File: config.mk
export PLATFORM = sky130hd
export DESIGN_NAME = lpcc_top
export DESIGN_NICKNAME = d
export VERILOG_FILES = /design/src/lpcc_pkg.sv /design/src/lpcc_irq.sv /design/src/lpcc_top.sv /design/src/lpcc_wb_slave.sv
export VERILOG_INCLUDE_DIRS = /design/src /design/src/src
export SDC_FILE = /design/constraint.sdc
export NUM_CORES = 1
export LEC_CHECK = 0
export ABC_AREA = 1
export BUFFER_PORTS_ARGS = -buffer_cell sky130_fd_sc_hd__buf_2
export CAP_MARGIN = 25
export CORE_UTILIZATION = 40
export CTS_CLUSTER_SIZE = 25
export DETAILED_ROUTE_END_ITERATION = 8
export GPL_TIMING_DRIVEN = 0
export PLACE_DENSITY = 0.68
export SLEW_MARGIN = 20
export SYNTH_ARGS = -nofsm -noshare
export SYNTH_HDL_FRONTEND = slang
export SYNTH_SLANG_ARGS = --single-unit
File: constraint.sdc
create_clock -name clock -period 2.4 [get_ports clock]
set_clock_uncertainty 0.15 [all_clocks]
set_input_delay 0.36 -clock clock [delete_from_list [all_inputs] [get_ports clock]]
set_output_delay 0.36 -clock clock [all_outputs]
set_load 0.02 [all_outputs]
File: src/lpcc_defines.svh
// Behaviour
// - with low-frequency input set, external clock may change from 0 to 16 MHz.
// - low-frequency input sampled only in low-power stop and during reset.
// - in normal clocking, lost-clock output high on lock error or missing clock.
// - lost-clock output undriven in reset, low-power stop and low-frequency mode.
// - clock-disable output asserted only while stop is active.
// - logic is static and keeps its state at any clock rate.
// - one clock, an asynchronous reset and a reset input, no separate processor clock.
// - clock-disable asserts when the stop broadcast cycle terminates.
// - in stop, an interrupt above the mask negates clock-disable and restarts lock.
`ifndef LPCC_DEFINES_SVH
`define LPCC_DEFINES_SVH
`define LPCC_ADDR_CTRL 4'h0
`define LPCC_ADDR_STAT 4'h4
`define LPCC_ADDR_IRQ 4'h8
`define LPCC_ADDR_MASK 4'hC
`define LPCC_PST_STOP 4'h6
`define LPCC_PST_RUN 4'h0
`define LPCC_LFO_MAX_MHZ 16
`define LPCC_LOCK_NS 800
`define LPCC_CLK_MHZ 125
`define LPCC_LOCK_CYC ((`LPCC_LOCK_NS * `LPCC_CLK_MHZ) / 1000)
`define LPCC_CTRL_RESET 8'h00
`define LPCC_EV_STOP 0
`define LPCC_EV_WAKE 1
`define LPCC_EV_LOST 2
`endif

File: src/lpcc_pkg.sv
package lpcc_pkg;
  typedef enum logic [3:0] {
    LPCC_RUN = 4'b0001,
    LPCC_STOP = 4'b0010,
    LPCC_RELOCK = 4'b0100,
    LPCC_LOST = 4'b1000
  } lpcc_state_t;
  typedef struct packed {
    logic cyc;
    logic stb;
    logic we;
    logic [3:0] adr;
    logic [3:0] sel;
    logic [31:0] dat;
  } lpcc_wb_req_t;
endpackage

File: src/lpcc_irq.sv
`timescale 1ns/1ps
// sticky status bits, write-one-to-clear; a new event beats the clear
module lpcc_irq #(
  parameter int N = 3
) (
  input wire logic clock,
  input wire logic arst_n,
  input wire logic [N-1:0] event_pulse,
  input wire logic [N-1:0] clear,
  input wire logic [N-1:0] mask,
  output logic [N-1:0] status,
  output logic irq
);
  logic [N-1:0] stat_q, stat_d;

  always_comb
  begin
    stat_d = (stat_q & ~clear) | event_pulse;
  end

  always_ff @(posedge clock or negedge arst_n)
  begin
    if (!arst_n)
      stat_q <= '0;
    else
      stat_q <= stat_d;
  end

  assign status = stat_q;
  assign irq = |(stat_q & mask);
endmodule

File: src/lpcc_top.sv
`timescale 1ns/1ps
`include "lpcc_defines.svh"
// clock supervision and low-power stop control; all logic on the one bus clock
module lpcc_top #(
  parameter int LOCK_CYC = `LPCC_LOCK_CYC
) (
  input wire logic clock,
  input wire logic arst_n,
  input wire logic reset_in,
  input wire logic low_freq_op_in,
  input wire logic low_power_stop_instr,
  input wire logic [2:0] irq_level,
  input wire logic [2:0] irq_mask_level,
  input wire logic lock_error,
  input wire logic clock_absent,
  output logic clock_lost_out,
  output logic clock_lost_oe,
  output logic sys_clock_disable_out,
  output logic [3:0] proc_status_code,
  output logic pll_restart,
  output logic low_freq_mode,
  input wire logic wb_cyc_i,
  input wire logic wb_stb_i,
  input wire logic wb_we_i,
  input wire logic [3:0] wb_adr_i,
  input wire logic [3:0] wb_sel_i,
  input wire logic [31:0] wb_dat_i,
  output logic [31:0] wb_dat_o,
  output logic wb_ack_o,
  output logic irq_out
);
  lpcc_pkg::lpcc_state_t state_q, state_d;
  lpcc_pkg::lpcc_wb_req_t req;
  logic lfo_q, lfo_d;
  logic lost_q, lost_d;
  logic [15:0] lock_q, lock_d;
  logic [2:0] ev;
  logic [2:0] w1c;
  logic [2:0] mask;
  logic [2:0] istat;
  logic stop_req;
  logic stop_go;
  logic wake;
  logic in_stop;

  assign req = '{cyc: wb_cyc_i, stb: wb_stb_i, we: wb_we_i, adr: wb_adr_i, sel: wb_sel_i, dat: wb_dat_i};

  // stop entry from pin pulse or software write, i.e. broadcast termination
  assign stop_go = low_power_stop_instr || stop_req;
  assign wake = irq_level > irq_mask_level;
  assign in_stop = (state_q == lpcc_pkg::LPCC_STOP);

  // clock control state machine; only flops, so state holds at any clock rate
  always_comb
  begin
    state_d = state_q;
    lock_d = lock_q;
    ev = 3'h0;
    if (reset_in)
    begin
      state_d = lpcc_pkg::LPCC_RUN;
      lock_d = 16'h0;
    end
    else
    begin
      case (state_q)
        lpcc_pkg::LPCC_RUN:
        begin
          if (stop_go)
          begin
            state_d = lpcc_pkg::LPCC_STOP;
            ev[`LPCC_EV_STOP] = 1'b1;
          end
          else if (!lfo_q && (lock_error || clock_absent))
          begin
            state_d = lpcc_pkg::LPCC_LOST;
            ev[`LPCC_EV_LOST] = 1'b1;
          end
        end
        lpcc_pkg::LPCC_STOP:
        begin
          if (wake)
          begin
            state_d = lpcc_pkg::LPCC_RELOCK;
            lock_d = LOCK_CYC[15:0];
            ev[`LPCC_EV_WAKE] = 1'b1;
          end
        end
        lpcc_pkg::LPCC_RELOCK:
        begin
          // wait for the restarted loop to settle before checking the clock
          if (lock_q <= 16'h1)
            state_d = lpcc_pkg::LPCC_RUN;
          else
            lock_d = lock_q - 16'h1;
        end
        lpcc_pkg::LPCC_LOST:
        begin
          state_d = lpcc_pkg::LPCC_LOST;
        end
        default:
        begin
          state_d = lpcc_pkg::LPCC_RUN;
        end
      endcase
    end
  end

  // low-frequency input latched only in stop or reset, else held
  always_comb
  begin
    lfo_d = lfo_q;
    if (reset_in || in_stop)
      lfo_d = low_freq_op_in;
    lost_d = lost_q;
    if (reset_in)
      lost_d = 1'b0;
    else if (state_d == lpcc_pkg::LPCC_LOST)
      lost_d = 1'b1;
  end

  always_ff @(posedge clock or negedge arst_n)
  begin
    if (!arst_n)
    begin
      state_q <= lpcc_pkg::LPCC_RUN;
      lock_q <= 16'h0;
      lfo_q <= 1'b0;
      lost_q <= 1'b0;
    end
    else
    begin
      state_q <= state_d;
      lock_q <= lock_d;
      lfo_q <= lfo_d;
      lost_q <= lost_d;
    end
  end

  // pin outputs; the lost-clock pin floats outside normal clocking
  assign clock_lost_out = lost_q;
  assign clock_lost_oe = !(reset_in || in_stop || lfo_q);
  assign sys_clock_disable_out = in_stop;
  assign proc_status_code = in_stop ? `LPCC_PST_STOP : `LPCC_PST_RUN;
  assign pll_restart = (state_q == lpcc_pkg::LPCC_RELOCK);
  assign low_freq_mode = lfo_q;

  lpcc_wb_slave u_wb (
    .clock(clock),
    .arst_n(arst_n),
    .req(req),
    .ack(wb_ack_o),
    .rdata(wb_dat_o),
    .mask(mask),
    .stop_req(stop_req),
    .w1c(w1c),
    .irq_stat(istat),
    .live_stat({2'b00, lfo_q, lost_q, state_q})
  );

  lpcc_irq #(
    .N(3)
  ) u_irq (
    .clock(clock),
    .arst_n(arst_n),
    .event_pulse(ev),
    .clear(w1c),
    .mask(mask),
    .status(istat),
    .irq(irq_out)
  );
endmodule

File: src/lpcc_wb_slave.sv
`timescale 1ns/1ps
`include "lpcc_defines.svh"
// classic wishbone register file; ack one cycle after request, dropped next cycle
module lpcc_wb_slave (
  input wire logic clock,
  input wire logic arst_n,
  input wire lpcc_pkg::lpcc_wb_req_t req,
  output logic ack,
  output logic [31:0] rdata,
  output logic [2:0] mask,
  output logic stop_req,
  output logic [2:0] w1c,
  input wire logic [2:0] irq_stat,
  input wire logic [7:0] live_stat
);
  logic ack_q, ack_d;
  logic [31:0] rdata_q, rdata_d;
  logic [2:0] mask_q, mask_d;
  logic stop_d;
  logic [2:0] w1c_d;
  logic hit;
  logic wr;

  // decode and register; unmapped reads return zero and writes are dropped
  // writes act at the edge where the master samples ack, not one earlier
  always_comb
  begin
    hit = req.cyc && req.stb && !ack_q;
    wr = req.cyc && req.stb && req.we && ack_q;
    ack_d = hit;
    rdata_d = rdata_q;
    mask_d = mask_q;
    stop_d = 1'b0;
    w1c_d = 3'h0;
    if (hit && !req.we)
    begin
      if (req.adr == `LPCC_ADDR_STAT)
        rdata_d = {24'h000000, live_stat};
      else if (req.adr == `LPCC_ADDR_IRQ)
        rdata_d = {29'h0, irq_stat};
      else if (req.adr == `LPCC_ADDR_MASK)
        rdata_d = {29'h0, mask_q};
      else
        rdata_d = 32'h0;
    end
    else if (wr && req.sel[0])
    begin
      if (req.adr == `LPCC_ADDR_CTRL)
        stop_d = req.dat[0]; // software issues the stop broadcast end
      else if (req.adr == `LPCC_ADDR_IRQ)
        w1c_d = req.dat[2:0];
      else if (req.adr == `LPCC_ADDR_MASK)
        mask_d = req.dat[2:0];
    end
  end

  always_ff @(posedge clock or negedge arst_n)
  begin
    if (!arst_n)
    begin
      ack_q <= 1'b0;
      rdata_q <= 32'h0;
      mask_q <= 3'h0;
    end
    else
    begin
      ack_q <= ack_d;
      rdata_q <= rdata_d;
      mask_q <= mask_d;
    end
  end

  // write strobes act in the ack cycle
  assign ack = ack_q;
  assign rdata = rdata_q;
  assign mask = mask_q;
  assign stop_req = stop_d;
  assign w1c = w1c_d;
endmodule

; ---- Yosys cells after proc, flatten, opt, wreduce, memory -nomap -nowiden
; Index checks and enable logic that the tools add are counted.
[op_classes]
muxes = 31
bitwise_logic = 7
magnitude_cmp = 2
div_mod_pow = 0
reduce_logical = 21
addsub = 1
shift = 0
n_mul = 0
eq_ne = 10
[op_table]
columns = op, n
row1 = $mux W32, 2
row2 = $mux W16, 3
row3 = $pmux W16 S2, 1
row4 = $mux W3, 7
row5 = $mux W4, 5
row6 = $eq A4 B4 Y1 const B, 4
row7 = $le A16 B1 Y1 const B, 1
row8 = $pmux W4 S4, 1
row9 = $sub A16 B1 Y16 const B, 1
row10 = $mux W1, 12
row11 = $eq A4 B3 Y1 const B, 2
row12 = $logic_and A1 B1 Y1, 7
row13 = $and A3 B3 Y3, 2
row14 = $ne A3 B3 Y1 const B, 2
row15 = $reduce_and A5 Y1, 1
row16 = $eq A4 B1 Y1 const B, 1
row17 = $eq A4 B2 Y1 const B, 1
row18 = $logic_not A1 Y1, 4
row19 = $logic_not A4 Y1, 1
row20 = $logic_or A1 B1 Y1, 4
row21 = $gt A3 B3 Y1, 1
row22 = $not A1 Y1, 3
row23 = $not A3 Y3, 1
row24 = $or A3 B3 Y3, 1
row25 = 4 further kinds, 4
[totals]
rom_bits = 0
word_cells = 80
register_bits = 61
memories = 0
ram_bits = 0
latchBits = 0

; ---- Logic depth before layout (Yosys ltp)
; Gate-level depths: netlist (run 1).
[depth]
ltp_word = 13
ltp_mapped = 13

; ---- Modules after synthesis
; A second synthesis (run 1) with hierarchy kept.
[unflattened]
hier_cells = 370
hier_area_um2 = 2657.5
[by_module_without_submodules]
columns = mod, n_inst, area_each_um2, cells_each
row1 = lpcc_top, 1, 1634.1, 240
row2 = lpcc_wb_slave, 1, 887.1, 117
row3 = lpcc_irq, 1, 136.4, 13

; ---- Worst setup path before layout (run 1)
; Ideal clock, no wire load.
[synth_path]
kind = input-to-reg
startpoint = input port irq_mask_level[2]
endpoint = register lock_q[8]
cell_stages = 10
arrival_time_ns = 1.447
setup_slack_ns = 0.684
path_buffers = 1
path_cell_list = inv_1 ha_1 nand2_1 o21ai_1 nand3_4 nand3_4 inv_4 buf_12 nand2_1 nand2_1
[synth_via]
elab_chain_len = 3
[synth_rtl]
columns = item, line
row1 = "start, declared", lpcc_top.sv:13  ; input wire logic [2:0] irq_mask_level,
row2 = $gt A3 B3 Y1, lpcc_top.sv:50  ; assign wake = irq_level > irq_mask_level;
row3 = $ne A3 B3 Y1 (no source line), n/a
row4 = $reduce_and A3 Y1 (no source line), n/a
row5 = "end signal, assigned", lpcc_top.sv:134  ; lock_q <= lock_d;
row6 = "end, declared", lpcc_top.sv:36  ; logic [15:0] lock_q, lock_d;
; Every way passes these cells.
; A chain may end at the register's enable or synchronous reset.

; ---- Final worst setup path (run 1)
[layout_path]
startpoint = register state_q[1]
endpoint = output port pll_restart
[layout_via]
elab_chain_len = 1
[layout_rtl]
columns = item, line
row1 = "start, declared", lpcc_top.sv:32  ; lpcc_pkg::lpcc_state_t state_q, state_d;
row2 = "start signal, assigned", lpcc_top.sv:126  ; state_q <= lpcc_pkg::LPCC_RUN;
row3 = "start signal, assigned", lpcc_top.sv:133  ; state_q <= state_d;
row4 = $eq A4 B3 Y1, lpcc_top.sv:145  ; assign pll_restart = (state_q == lpcc_pkg::LPCC_RELOCK);
row5 = "end, declared", lpcc_top.sv:20  ; output logic pll_restart,
; Every way passes these cells.

==> results.md, run 1 <==
| Step | Quantity | Reported |
|---|---|---|
| outcome | Outcome | complete, no violations |
| global routing | Initial antenna violation count | 0 |
| cts | Total CTS buffers | 5 |
| cts | Quantity of gates resized following cts | 0 |
| yosys | Count of mapped cells out of synthesis | 345 |
| cells and area | Count of placed standard cells in the final layout, fillers left out | 493 |
| sta | Post-route setup TNS | 0 ps |
| yosys | Number of warnings printed during yosys synthesis | 0 |
| job | Max-Cap Viols | 0 |
| cells and area | Fraction of layout instances using a drive strength above 1 | 0.258 |
| cells and area | Net count reported at finish | 478 |
| cells and area | Area Overhead vs Synth | 19.1% |
| cells and area | Post-route cell area | 2950 um^2 |
| cts | # clock sinks | 35 |
| cells and area | Multi-input combinational cell area | 1260 um^2 |
| power | Worst VDD drop | 0.000270 V |
| die | Area inside the core boundary | 5960 um^2 |
| placement | Number of placed cells counting well taps | 485 |
| setup path | Critical path launch point type | flop |
| setup path | Crit-path max FO | 10 |
| sta | Worst setup slack after layout | 223 ps |
| yosys | Ranking of synthesized cells by area | sky130_fd_sc_hd__dfrtp_1, sky130_fd_sc_hd__nand2_1, sky130_fd_sc_hd__buf_4 |
| power | Switching Power | 459 uW |
| yosys | Fraction of post-synthesis cell area in the top cell type by area | 0.343 |
| global routing | Global-route usage over all layers | 0.175 |
| cells and area | Core utilization of the finished layout | 0.496 |
| sta | Final setup violation count | 0 |
| routing | Vias after detailed routing | 2243 |
| cts | Clk buf depth | 2 |
| cts | Root buffer selected by CTS | sky130_fd_sc_hd__clkbuf_8 |
| placement | # port buffers | 38 |
| power | Portion of total power attributed to the clock network | 0.308 |
| yosys | Total of flip-flops plus latches after synthesis | 35 |
| yosys | Cell accounting for the most synthesized area | sky130_fd_sc_hd__dfrtp_1 |
| sta | Worst Hold Margin | 2.59 ps |
| yosys | Post-Synthesis Cell Area | 2480 um^2 |
| die | Die area | 6520 um^2 |
| cells and area | Filler cell count in the final layout | 615 |
| power | Cell leakage power | 1.70 nW |
| setup path | Data arrival at the endpoint of the critical path | 1670 ps |
| die | Top-level port count | 99 |
| placement | Post-placement worst setup slack | 464 ps |
| placement | Global placer's final weighted congestion | 0.886 |
| sta | Share of the cycle needed by the critical path after routing | 0.907 |
| cts | H-tree Lvls | 2 |
| cts | Quantity of hold-fixing buffers added after cts | 0 |
| cts | Clock insertion delay at the later pin of the skew report | 290 ps |
| min path | HP Class | input port to async pin |
| yosys | Post-synthesis sequential area ratio | 0.354 |
| routing | Number of DRC markers after the initial detailed-route iteration | 66 |
| yosys | Top flip-flop cell by instance count after synthesis | sky130_fd_sc_hd__dfrtp_1 |
| yosys | Share of async-settable or async-resettable flops after synthesis | 1.00 |
| yosys | Count of unique library cells instantiated by Yosys | 36 |
| setup path | Data required time of the critical path | 1890 ps |
| global routing | Via count of the first global-routing pass | 1948 |
| yosys | Most used standard cell by instance count after synthesis | sky130_fd_sc_hd__nand2_1 |
| setup path | Start-to-end type of the worst setup path | flop to primary output |
| power | Combinational Power Share | 0.230 |
| sta | Final Slew Violations | 0 |
| die | Die W | 80.7 um |
| sta | Remaining max-slew budget at the tightest pin | 0.467 |
| yosys | Post-synth EDFFs | 0 |
| cells and area | Diode count | 0 |
| power | Pwr/cell area | 475 nW/um^2 |
| cts | Post-CTS Setup Bufs | 0 |
| yosys | Leading post-synthesis cells by instance count | sky130_fd_sc_hd__nand2_1, sky130_fd_sc_hd__nor2_1, sky130_fd_sc_hd__inv_1 |
| sta | Setup repair after global routing missed its margin | false |
| cells and area | Reg area | 877 um^2 |
| power | Share of power burned in registers | 0.462 |
| sta | Peak clock frequency supported by timing | 459 MHz |
| routing | First drt pass iteration count | 4 |
| routing | Post-detailed-route wirelength per cell | 10.5 um |
| die | Die outline height | 80.7 um |
| sta | Number of failing hold endpoints at the final stage | 0 |
| cts | Clock-pin slew of the registers on the worst-case setup and hold paths | 80 ps |
| cts | TritonCTS clock tree | built |
| sta | Minimum clock period | 2180 ps |
| power | Switching share of power | 0.327 |
| global routing | Overflow left after global routing | 0 |
| global routing | Wire length of the first global-routing pass | 8660 um |
| routing | Detailed Route WL | 5180 um |
| routing | Number of DRC violations after detailed routing | 0 |
| routing | Final antenna-violating net count | 0 |
| routing | Mean number of vias per cell | 4.55 |
| sta | Actual slew at the worst max-slew pin | 800 ps |
| die | Starting density of the core | 0.416 |
| power | Internal power | 944 uW |
| placement | Sum of net half-perimeters after detailed placement | 4000 um |
| placement | Area after DPL | 2860 um^2 |
| power | Total power of the final layout | 1.40 mW |
| yosys | Average cell area after synthesis | 7.18 um^2 |
| die | Number of placement rows | 28 |
| global routing | Largest net degree at the start of global routing | 36 |
| setup path | Crit end category | primary output |
==> routing by layer <==
metal / global-route usage / routed length (um)
met1: 0.223 / 2340
met2: 0.296 / 2490
met3: 0.0409 / 310
met4: 0.0429 / 39
met5: 0 / 0
==> cell families (layout without fill, tap and decap cells) <==
group | Yosys count | in the layout | synth area share
buf+inv | 80 | 126 | 0.179
compound gates | 34 | 34 | 0.0798
other cells | 1 | 28 | 0.00151
flops | 35 | 35 | 0.354
xor+xnor | 3 | 3 | 0.0106
simple gates | 187 | 187 | 0.350
fa+ha+maj | 5 | 5 | 0.0252
==> state kept, by name, summed over array words and instances, names as in the netlist <==
register        count
state_q             4
u_wb.ack            1
u_wb.rdata          6
u_wb.mask           3
clock_lost_out      1
lock_q             16
u_irq.status        3
low_freq_mode       1
==> area by class of cell <==
| cell class | count | area share |
|---|---|---|
| Multi-Input combinational cell | 257 | 0.426 |
| Timing Repair Buffer | 38 | 0.0644 |
| Inverter | 45 | 0.0581 |
| Buffer | 35 | 0.0924 |
| Sequential cell | 35 | 0.297 |
| Clock inverter | 3 | 0.00678 |
| Clock buffer | 5 | 0.0233 |
| Tap cell | 75 | 0.0318 |
==> path summary, 6_finish.rpt <==
check                                    start             to  slack, ps  cells past startpoint
worst max-delay path                state_q[1]    pll_restart        220                      5
worst min-delay path                    arst_n  u_wb.rdata[5]          3                      1
worst max register to register       lock_q[0]      lock_q[9]        540                     12
worst min register to register   u_wb.rdata[1]  u_wb.rdata[1]        330                      2
max in group asynchronous               arst_n      lock_q[6]       1590                      1
min in group clock              low_freq_op_in  low_freq_mode        130                      3
==> power by group through the flow <==
stage          registers, mW  clock network, mW  logic, mW
2_1_floorplan          0.671                  0      0.226
3_3_place_gp           0.659                  0      0.320
3_5_place_dp           0.660                  0      0.323
4_1_cts                0.648              0.450      0.324
5_1_grt                0.653              0.478      0.362
6_report               0.648              0.433      0.322
==> cells in the final DEF (no fill, tap or decap), drive strengths merged <==
cell type,count
nand2,90
inv,45
clkinv,1
a21oi,4
ha,5
o21ai,22
clkinvlp,2
o221ai,1
nor2,51
conb,28
o22ai,3
nand3b,1
o211ai,1
o2111ai,1
xor2,3
nor3,6
nand4,7
nand3,32
clkbuf,6
buf,72
a31oi,2
dfstp,1
dfrtp,34
==> worst max-delay path, stage by stage, from the launching register on <==
cell                      delay (ps)
sky130_fd_sc_hd__dfrtp_1         410
sky130_fd_sc_hd__nor2_1          180
sky130_fd_sc_hd__nand3_2         230
sky130_fd_sc_hd__inv_2           170
sky130_fd_sc_hd__buf_4           190
sky130_fd_sc_hd__buf_2           180
(Power assumes the default switching activity.)
==> run 2, diff against run 1 <==
--- a/config.mk
+++ b/config.mk
@@ -7,13 +7,13 @@
 export NUM_CORES = 1
 export LEC_CHECK = 0
 export ABC_AREA = 1
+export ABC_CLOCK_PERIOD_IN_PS = 2400
 export BUFFER_PORTS_ARGS = -buffer_cell sky130_fd_sc_hd__buf_2
 export CAP_MARGIN = 25
-export CORE_UTILIZATION = 40
+export CORE_UTILIZATION = 30
 export CTS_CLUSTER_SIZE = 25
 export DETAILED_ROUTE_END_ITERATION = 8
 export GPL_TIMING_DRIVEN = 0
-export PLACE_DENSITY = 0.68
 export SLEW_MARGIN = 20
 export SYNTH_ARGS = -nofsm -noshare
 export SYNTH_HDL_FRONTEND = slang
==> run 2 against run 1 <==
Register-to-register slack lost 80 ps. Clock power is 50% higher. Setup slack better by 31 ps. Routed wire length is 11% higher. Sequential power is essentially flat. Critical path depth is the same. Combinational power grew 1%. Cell area up 2.6%. Worst hold slack worse by 2.3 ps. Utilization down 11 points. Via count is 0.18% lower.
==> results.md, run 2 (synthesis results as in run 1) <==
| Step | Quantity | Reported | Change |
|---|---|---|---|
| global routing | Wire length of the first global-routing pass | 9710 um | +12% |
| setup path | Setup slack of the most critical reg-to-reg path | 460 ps | -80 ps |
| global routing | Overflow left after global routing | 0 | unchanged |
| cells and area | Top library cells by usage in the layout, fill and taps aside | sky130_fd_sc_hd__nand2_1, sky130_fd_sc_hd__nor2_1, sky130_fd_sc_hd__inv_1 |  |
| setup path | Crit-path max FO | 10 | unchanged |
| setup path | Data required time of the critical path | 1890 ps | about the same |
| setup path | Critical register-to-register path startpoint | lock_q[0] |  |
| min path | HP Class | input port to async pin |  |
| global routing | Largest net degree at the start of global routing | 36 | unchanged |
| sta | Setup repair after global routing missed its margin | false |  |
| routing | Detailed Route WL | 5730 um | +11% |
| routing | Final antenna-violating net count | 0 | unchanged |
| die | Top-level port count | 99 | unchanged |
| cts | # clock sinks | 35 | unchanged |
| setup path | Start-to-end type of the worst setup path | flop to primary output |  |
| setup path | Source of the critical timing path | state_q[1] |  |
| setup path | Data arrival at the endpoint of the critical path | 1640 ps | -30 ps |
| power | Total power of the final layout | 1.62 mW | +16% |
| sta | Number of failing hold endpoints at the final stage | 0 | unchanged |
| routing | Number of DRC violations after detailed routing | 0 | unchanged |
| power | Worst VDD drop | 0.000256 V | -5.1% |
| routing | Met2 Routed Length | 2590 um | +3.9% |
| cts | Root buffer selected by CTS | sky130_fd_sc_hd__clkbuf_8 |  |
| cts | Clock insertion delay at the later pin of the skew report | 290 ps | about the same |
| routing | Detailed-routed wire length on met3 | 360 um | +16% |
| cells and area | Number of flip-flops under the largest register name | 16 | unchanged |
| sta | Share of the cycle needed by the critical path after routing | 0.894 | -0.0128 |
| sta | Post-route setup TNS | 0 ps | unchanged |
| routing | Number of DRC markers after the initial detailed-route iteration | 85 | +29% |
| cts | H-tree Lvls | 2 | unchanged |
| cts | Clock-pin slew of the registers on the worst-case setup and hold paths | 80 ps | about the same |
| die | Die W | 92.9 um | +15% |
| sta | Peak clock frequency supported by timing | 466 MHz | +1.4% |
| sta | Minimum clock period | 2150 ps | -30.7 ps |
| cts | Total CTS buffers | 5 | unchanged |
| outcome | Outcome | complete, no violations |  |
| job | Max-Cap Viols | 0 | unchanged |
| cells and area | Reg area | 877 um^2 | unchanged |
| cts | Quantity of gates resized following cts | 0 | unchanged |
| cts | Post-CTS Setup Bufs | 0 | unchanged |
| cells and area | Filler cell count in the final layout | 833 | +35% |
| global routing | Global-route usage over all layers | 0.142 | -0.0322 |
| cells and area | Fraction of layout instances using a drive strength above 1 | 0.256 | -0.00239 |
| sta | Worst setup slack after layout | 254 ps | +30.7 ps |
| cts | TritonCTS clock tree | built |  |
| cells and area | Multi-input combinational cell area | 1260 um^2 | unchanged |
| setup path | Critical path capture point | pll_restart |  |
| setup path | Crit end category | primary output |  |
| die | Starting density of the core | 0.316 | -0.100 |
| placement | Global placer's final weighted congestion | 0.821 | -7.4% |
| placement | Post-placement worst setup slack | 434 ps | -30.5 ps |
| placement | # port buffers | 38 | unchanged |
| sta | Remaining max-slew budget at the tightest pin | 0.464 | -0.00292 |
| cells and area | Net count reported at finish | 478 | unchanged |
| die | Die outline height | 92.9 um | +15% |
| routing | Uppermost routed layer | met4 |  |
| routing | Routed metal-1 wirelength | 2720 um | +16% |
| setup path | Number of cells on the worst reg-to-reg path | 12 | unchanged |
| cells and area | Area Overhead vs Synth | 22.3% |  |
| global routing | Via count of the first global-routing pass | 2134 | +9.5% |
| power | Pwr/cell area | 535 nW/um^2 | +13% |
| sta | Final setup violation count | 0 | unchanged |
| cts | Clk buf depth | 2 | unchanged |
| routing | Post-detailed-route wirelength per cell | 11.0 um | +4.9% |
| setup path | Cell Chain, Critical Path | nor2_1 > nand3_2 > inv_2 > buf_4 > buf_2 |  |
| routing | First drt pass iteration count | 6 | +2 |
| die | Number of placement rows | 32 | +14% |
| placement | Sum of net half-perimeters after detailed placement | 4310 um | +7.6% |
| die | Die area | 8630 um^2 | +32% |
| cells and area | Register bank with the most flops | lock_q |  |
| routing | Vias after detailed routing | 2239 | -0.18% |
| global routing | Initial antenna violation count | 0 | unchanged |
| cells and area | Most frequent standard cell in the layout excluding fill and tap cells | sky130_fd_sc_hd__nand2_1 |  |
| sta | Actual slew at the worst max-slew pin | 804 ps | +4.38 ps |
| setup path | Critical path launch point type | flop |  |
| power | Cell leakage power | 1.72 nW | +1.5% |
| sta | Final Slew Violations | 0 | unchanged |
| cells and area | Diode count | 0 | unchanged |
| setup path | CP max stage cell | sky130_fd_sc_hd__dfrtp_1 |  |
| setup path | Max incr delay on CP | 410 ps | about the same |
| routing | Mean number of vias per cell | 4.31 | -5.4% |
| setup path | Critical R2R Capture | lock_q[15] |  |
| die | Area inside the core boundary | 7850 um^2 | +32% |
| cts | Quantity of hold-fixing buffers added after cts | 0 | unchanged |
-- run 2: worst max-delay path, delay by kind of cell (launching register included) --
family / cells / cell delay [ps]
buf+inv: 3 / 540
simple gates: 2 / 390
flops: 1 / 410
-- run 2: routing by layer --
layer  track usage  up-vias
li1              -     1178
met1         0.182      989
met2         0.237       65
met3        0.0328        7
met4        0.0423        0
met5             0        -
-- run 2: worst min-delay path by stage --
| stage | slack (ps) | from | to | depth (start not counted) |
|---|---|---|---|---|
| floorplan | -90 | arst_n | clock_lost_out | 0 |
| global placement | 310 | u_wb.rdata[4] | u_wb.rdata[4] | 2 |
| detailed placement | 310 | u_wb.rdata[0] | u_wb.rdata[0] | 2 |
| CTS | 40 | arst_n | clock_lost_out | 1 |
| global route | 100 | arst_n | u_wb.rdata[1] | 1 |
| finish | 0.2 | arst_n | u_wb.rdata[3] | 1 |
-- run 2: stage by stage --
step                      cells  area (um^2)  hold slack, ps  utilization
after detailed placement    512         2900             314        0.369
after global routing        520         3030            96.3        0.386
after CTS                   520         3030            42.6        0.386
final                       520         3030           0.245        0.386
after floorplan             372         2580           -85.6            -
after global placement      512         2900             309        0.369
-- run 2: where the power goes --
| group | switching, mW | internal [mW] |
|---|---|---|
| Clock | 0.232 | 0.416 |
| Sequential | 0.0242 | 0.624 |
| Combinational | 0.208 | 0.118 |
-- run 2: cell type report --
cell class                      count  share of cell area
Multi-Input combinational cell    257               0.415
Sequential cell                    35               0.289
Buffer                             35              0.0900
Timing Repair Buffer               38              0.0628
Inverter                           45              0.0566
Tap cell                          102              0.0421
Clock buffer                        6              0.0239
Clock inverter                      2              0.0198
==> run 3, diff against run 2 <==
--- a/config.mk
+++ b/config.mk
@@ -10,10 +10,12 @@
 export ABC_CLOCK_PERIOD_IN_PS = 2400
 export BUFFER_PORTS_ARGS = -buffer_cell sky130_fd_sc_hd__buf_2
 export CAP_MARGIN = 25
+export CORE_MARGIN = 1
 export CORE_UTILIZATION = 30
 export CTS_CLUSTER_SIZE = 25
 export DETAILED_ROUTE_END_ITERATION = 8
 export GPL_TIMING_DRIVEN = 0
+export SETUP_SLACK_MARGIN = 0.3
 export SLEW_MARGIN = 20
 export SYNTH_ARGS = -nofsm -noshare
 export SYNTH_HDL_FRONTEND = slang
==> run 3 against run 2 <==
Count of clock-buffer cells in the layout unchanged. Routed wire length rose by 0.33%. Setup slack better by 110 ps. Flip-flop and latch count unchanged. Cell area is 1.6% higher. Critical path depth increased by 1. First-iteration DRC count increased by 11%. Critical endpoint is now proc_status_code[1]. Largest power group unchanged.
==> results.md, run 3 (synthesis results as in run 1) <==
| Step | Quantity | Reported | Change |
|---|---|---|---|
| sta | Worst setup slack after layout | 366 ps | +112 ps |
| sta | Number of failing hold endpoints at the final stage | 0 | unchanged |
| setup path | Buffers and inverters on the worst path | 4 | +1 |
| power | Combinational Power Share | 0.204 | +0.003 |
| placement | Global placer's final weighted congestion | 0.821 | unchanged |
| cells and area | Area Overhead vs Synth | 24.2% |  |
| setup path | Cell Chain, Critical Path | inv_2 > nand2_2 > nor3_4 > buf_4 > buf_4 > buf_2 |  |
| sta | Post-route setup TNS | 0 ps | unchanged |
| cts | TritonCTS clock tree | built |  |
| die | Die area | 8630 um^2 | unchanged |
| global routing | Via count of the first global-routing pass | 2145 | +0.52% |
| placement | Sum of net half-perimeters after detailed placement | 4310 um | unchanged |
| job | Max-Cap Viols | 0 | unchanged |
| global routing | Largest net degree at the start of global routing | 36 | unchanged |
| cells and area | Core utilization of the finished layout | 0.392 | +0.00622 |
| cells and area | Net count reported at finish | 483 | +1.0% |
| setup path | CP max stage cell | sky130_fd_sc_hd__dfrtp_2 |  |
| die | Die W | 92.9 um | unchanged |
| cells and area | Fraction of layout instances using a drive strength above 1 | 0.272 | +0.0159 |
| setup path | Family of cells with the greatest summed delay on the critical path | buffers and inverters |  |
| setup path | Data arrival at the endpoint of the critical path | 1520 ps | -120 ps |
| sta | Minimum clock period | 2030 ps | -112 ps |
| sta | Share of the cycle needed by the critical path after routing | 0.848 | -0.0467 |
| sta | Remaining max-slew budget at the tightest pin | 0.462 | -0.00179 |
| power | Switching Power | 465 uW | +0.25% |
| power | Internal power | 1.16 mW | +0.27% |
| global routing | Wire length of the first global-routing pass | 9750 um | +0.42% |
| routing | First drt pass iteration count | 6 | unchanged |
| cts | Clk buf depth | 2 | unchanged |
| sta | Setup repair after global routing missed its margin | false |  |
| setup path | Crit end category | primary output |  |
| power | Switching share of power | 0.286 | about the same |
| cts | # clock sinks | 35 | unchanged |
| cts | Clock insertion delay at the later pin of the skew report | 290 ps | about the same |
| placement | Post-placement worst setup slack | 434 ps | unchanged |
| cts | H-tree Lvls | 2 | unchanged |
| global routing | Global-route usage over all layers | 0.143 | +0.000521 |
| die | Number of placement rows | 32 | unchanged |
| power | Portion of total power attributed to the clock network | 0.397 | -0.002 |
| cells and area | Number of flip-flops under the largest register name | 16 | unchanged |
| min path | HP Class | input port to async pin |  |
| routing | Post-detailed-route wirelength per cell | 10.9 um | -0.62% |
| die | Top-level port count | 99 | unchanged |
| cells and area | Register bank with the most flops | lock_q |  |
| sta | Peak clock frequency supported by timing | 492 MHz | +5.5% |
| outcome | Outcome | complete, no violations |  |
| setup path | Data required time of the critical path | 1890 ps | about the same |
| routing | Detailed Route WL | 5750 um | +0.33% |
| cts | Quantity of hold-fixing buffers added after cts | 0 | unchanged |
| routing | Number of DRC violations after detailed routing | 0 | unchanged |
| routing | Number of DRC markers after the initial detailed-route iteration | 94 | +11% |
| power | Cell leakage power | 1.74 nW | +1.1% |
| cts | Root buffer selected by CTS | sky130_fd_sc_hd__clkbuf_8 |  |
| sta | Final setup violation count | 0 | unchanged |
| cts | Clock-pin slew of the registers on the worst-case setup and hold paths | 80 ps | about the same |
| die | Area inside the core boundary | 7850 um^2 | unchanged |
| cells and area | Diode count | 0 | unchanged |
| die | Die outline height | 92.9 um | unchanged |
| placement | # port buffers | 38 | unchanged |
| global routing | Initial antenna violation count | 0 | unchanged |
| global routing | Overflow left after global routing | 0 | unchanged |
| setup path | Start-to-end type of the worst setup path | flop to primary output |  |
| cells and area | Most frequent standard cell in the layout excluding fill and tap cells | sky130_fd_sc_hd__nand2_1 |  |
| setup path | Max incr delay on CP | 450 ps | +40 ps |
| routing | Final antenna-violating net count | 0 | unchanged |
| die | Starting density of the core | 0.316 | unchanged |
| setup path | Critical path launch point type | flop |  |
| routing | Mean number of vias per cell | 4.31 | +0.20% |
| setup path | Top cell by count, worst path | sky130_fd_sc_hd__buf_4 |  |
| power | Share of power burned in registers | 0.399 | about the same |
| sta | Final Slew Violations | 0 | unchanged |
| cells and area | Top library cells by usage in the layout, fill and taps aside | sky130_fd_sc_hd__nand2_1, sky130_fd_sc_hd__nor2_1, sky130_fd_sc_hd__inv_1 |  |
| power | Worst VDD drop | 0.000256 V | about the same |
| sta | Actual slew at the worst max-slew pin | 807 ps | +2.68 ps |
| routing | Vias after detailed routing | 2265 | +1.2% |
| setup path | Crit-path max FO | 4 | -6 |
| cts | Total CTS buffers | 5 | unchanged |
| power | Pwr/cell area | 528 nW/um^2 | -1.3% |
-- run 3: changes by cell type in the layout (fill, tap and decap cells not counted), sizes merged --
cell | previous run | this run
buf | 72 | 77
-- run 3: per-stage QoR --
stage               cells  cell area [um^2]  total power [mW]  hold WS, ps
floorplan             372              2580             0.896        -85.6
global placement      512              2900             0.982          309
detailed placement    512              2900             0.987          314
CTS                   520              3040              1.64         42.6
global route          525              3080              1.71         96.3
finish                525              3080              1.63         1.38
-- run 3: area by class of cell --
type	count	area, um^2
inverters	45	171
clock buffers	6	72.6
flip-flops and latches	35	878
well taps	102	128
plain buffers	35	273
clock inverters	2	60.1
multi-input cells	257	1270
fillers	830	4770
repair buffers	43	228
-- run 3: path summary, 6_finish.rpt --
kind                                start                   to  slack (ps)  cells past startpoint
min in group clock         low_freq_op_in        low_freq_mode         130                      3
max in group asynchronous          arst_n           state_q[2]        1540                      1
min reg2reg                 u_wb.rdata[0]        u_wb.rdata[0]         330                      2
max reg2reg                     lock_q[0]           lock_q[15]         470                     12
min                                arst_n        u_wb.rdata[3]           1                      1
max                            state_q[2]  proc_status_code[1]         370                      6
-- run 3: worst reg2reg max path: cells and delay by family, from the launching register on --
family,cells,cell delay (ps)
flip-flops,1,400
AND/OR/NAND/NOR,8,620
buffers and inverters,3,400
adder cells (fa/ha/maj),1,240
-- run 3: per-layer routing --
metal | up-vias | GRT usage | share of wire
li1 | 1186 | - | -
met1 | 1000 | 0.182 | 0.48
met2 | 70 | 0.239 | 0.45
met3 | 9 | 0.0328 | 0.062
met4 | 0 | 0.0423 | 0.013
met5 | - | 0 | 0
-- run 3: power groups by stage --
stage / clock network (mW) / logic, mW / registers [mW]
floorplan: 0 / 0.226 / 0.671
global placement: 0 / 0.323 / 0.660
detailed placement: 0 / 0.328 / 0.660
CTS: 0.656 / 0.332 / 0.649
global route: 0.681 / 0.372 / 0.655
finish: 0.646 / 0.331 / 0.649
-- run 3: repair_timing --
item,in CTS,in global routing
pin swaps,0,1
setup endpoints to repair,1,4
hold endpoints to repair,0,0
setup buffers,0,5
gates cloned,0,0
resized for setup,2,2
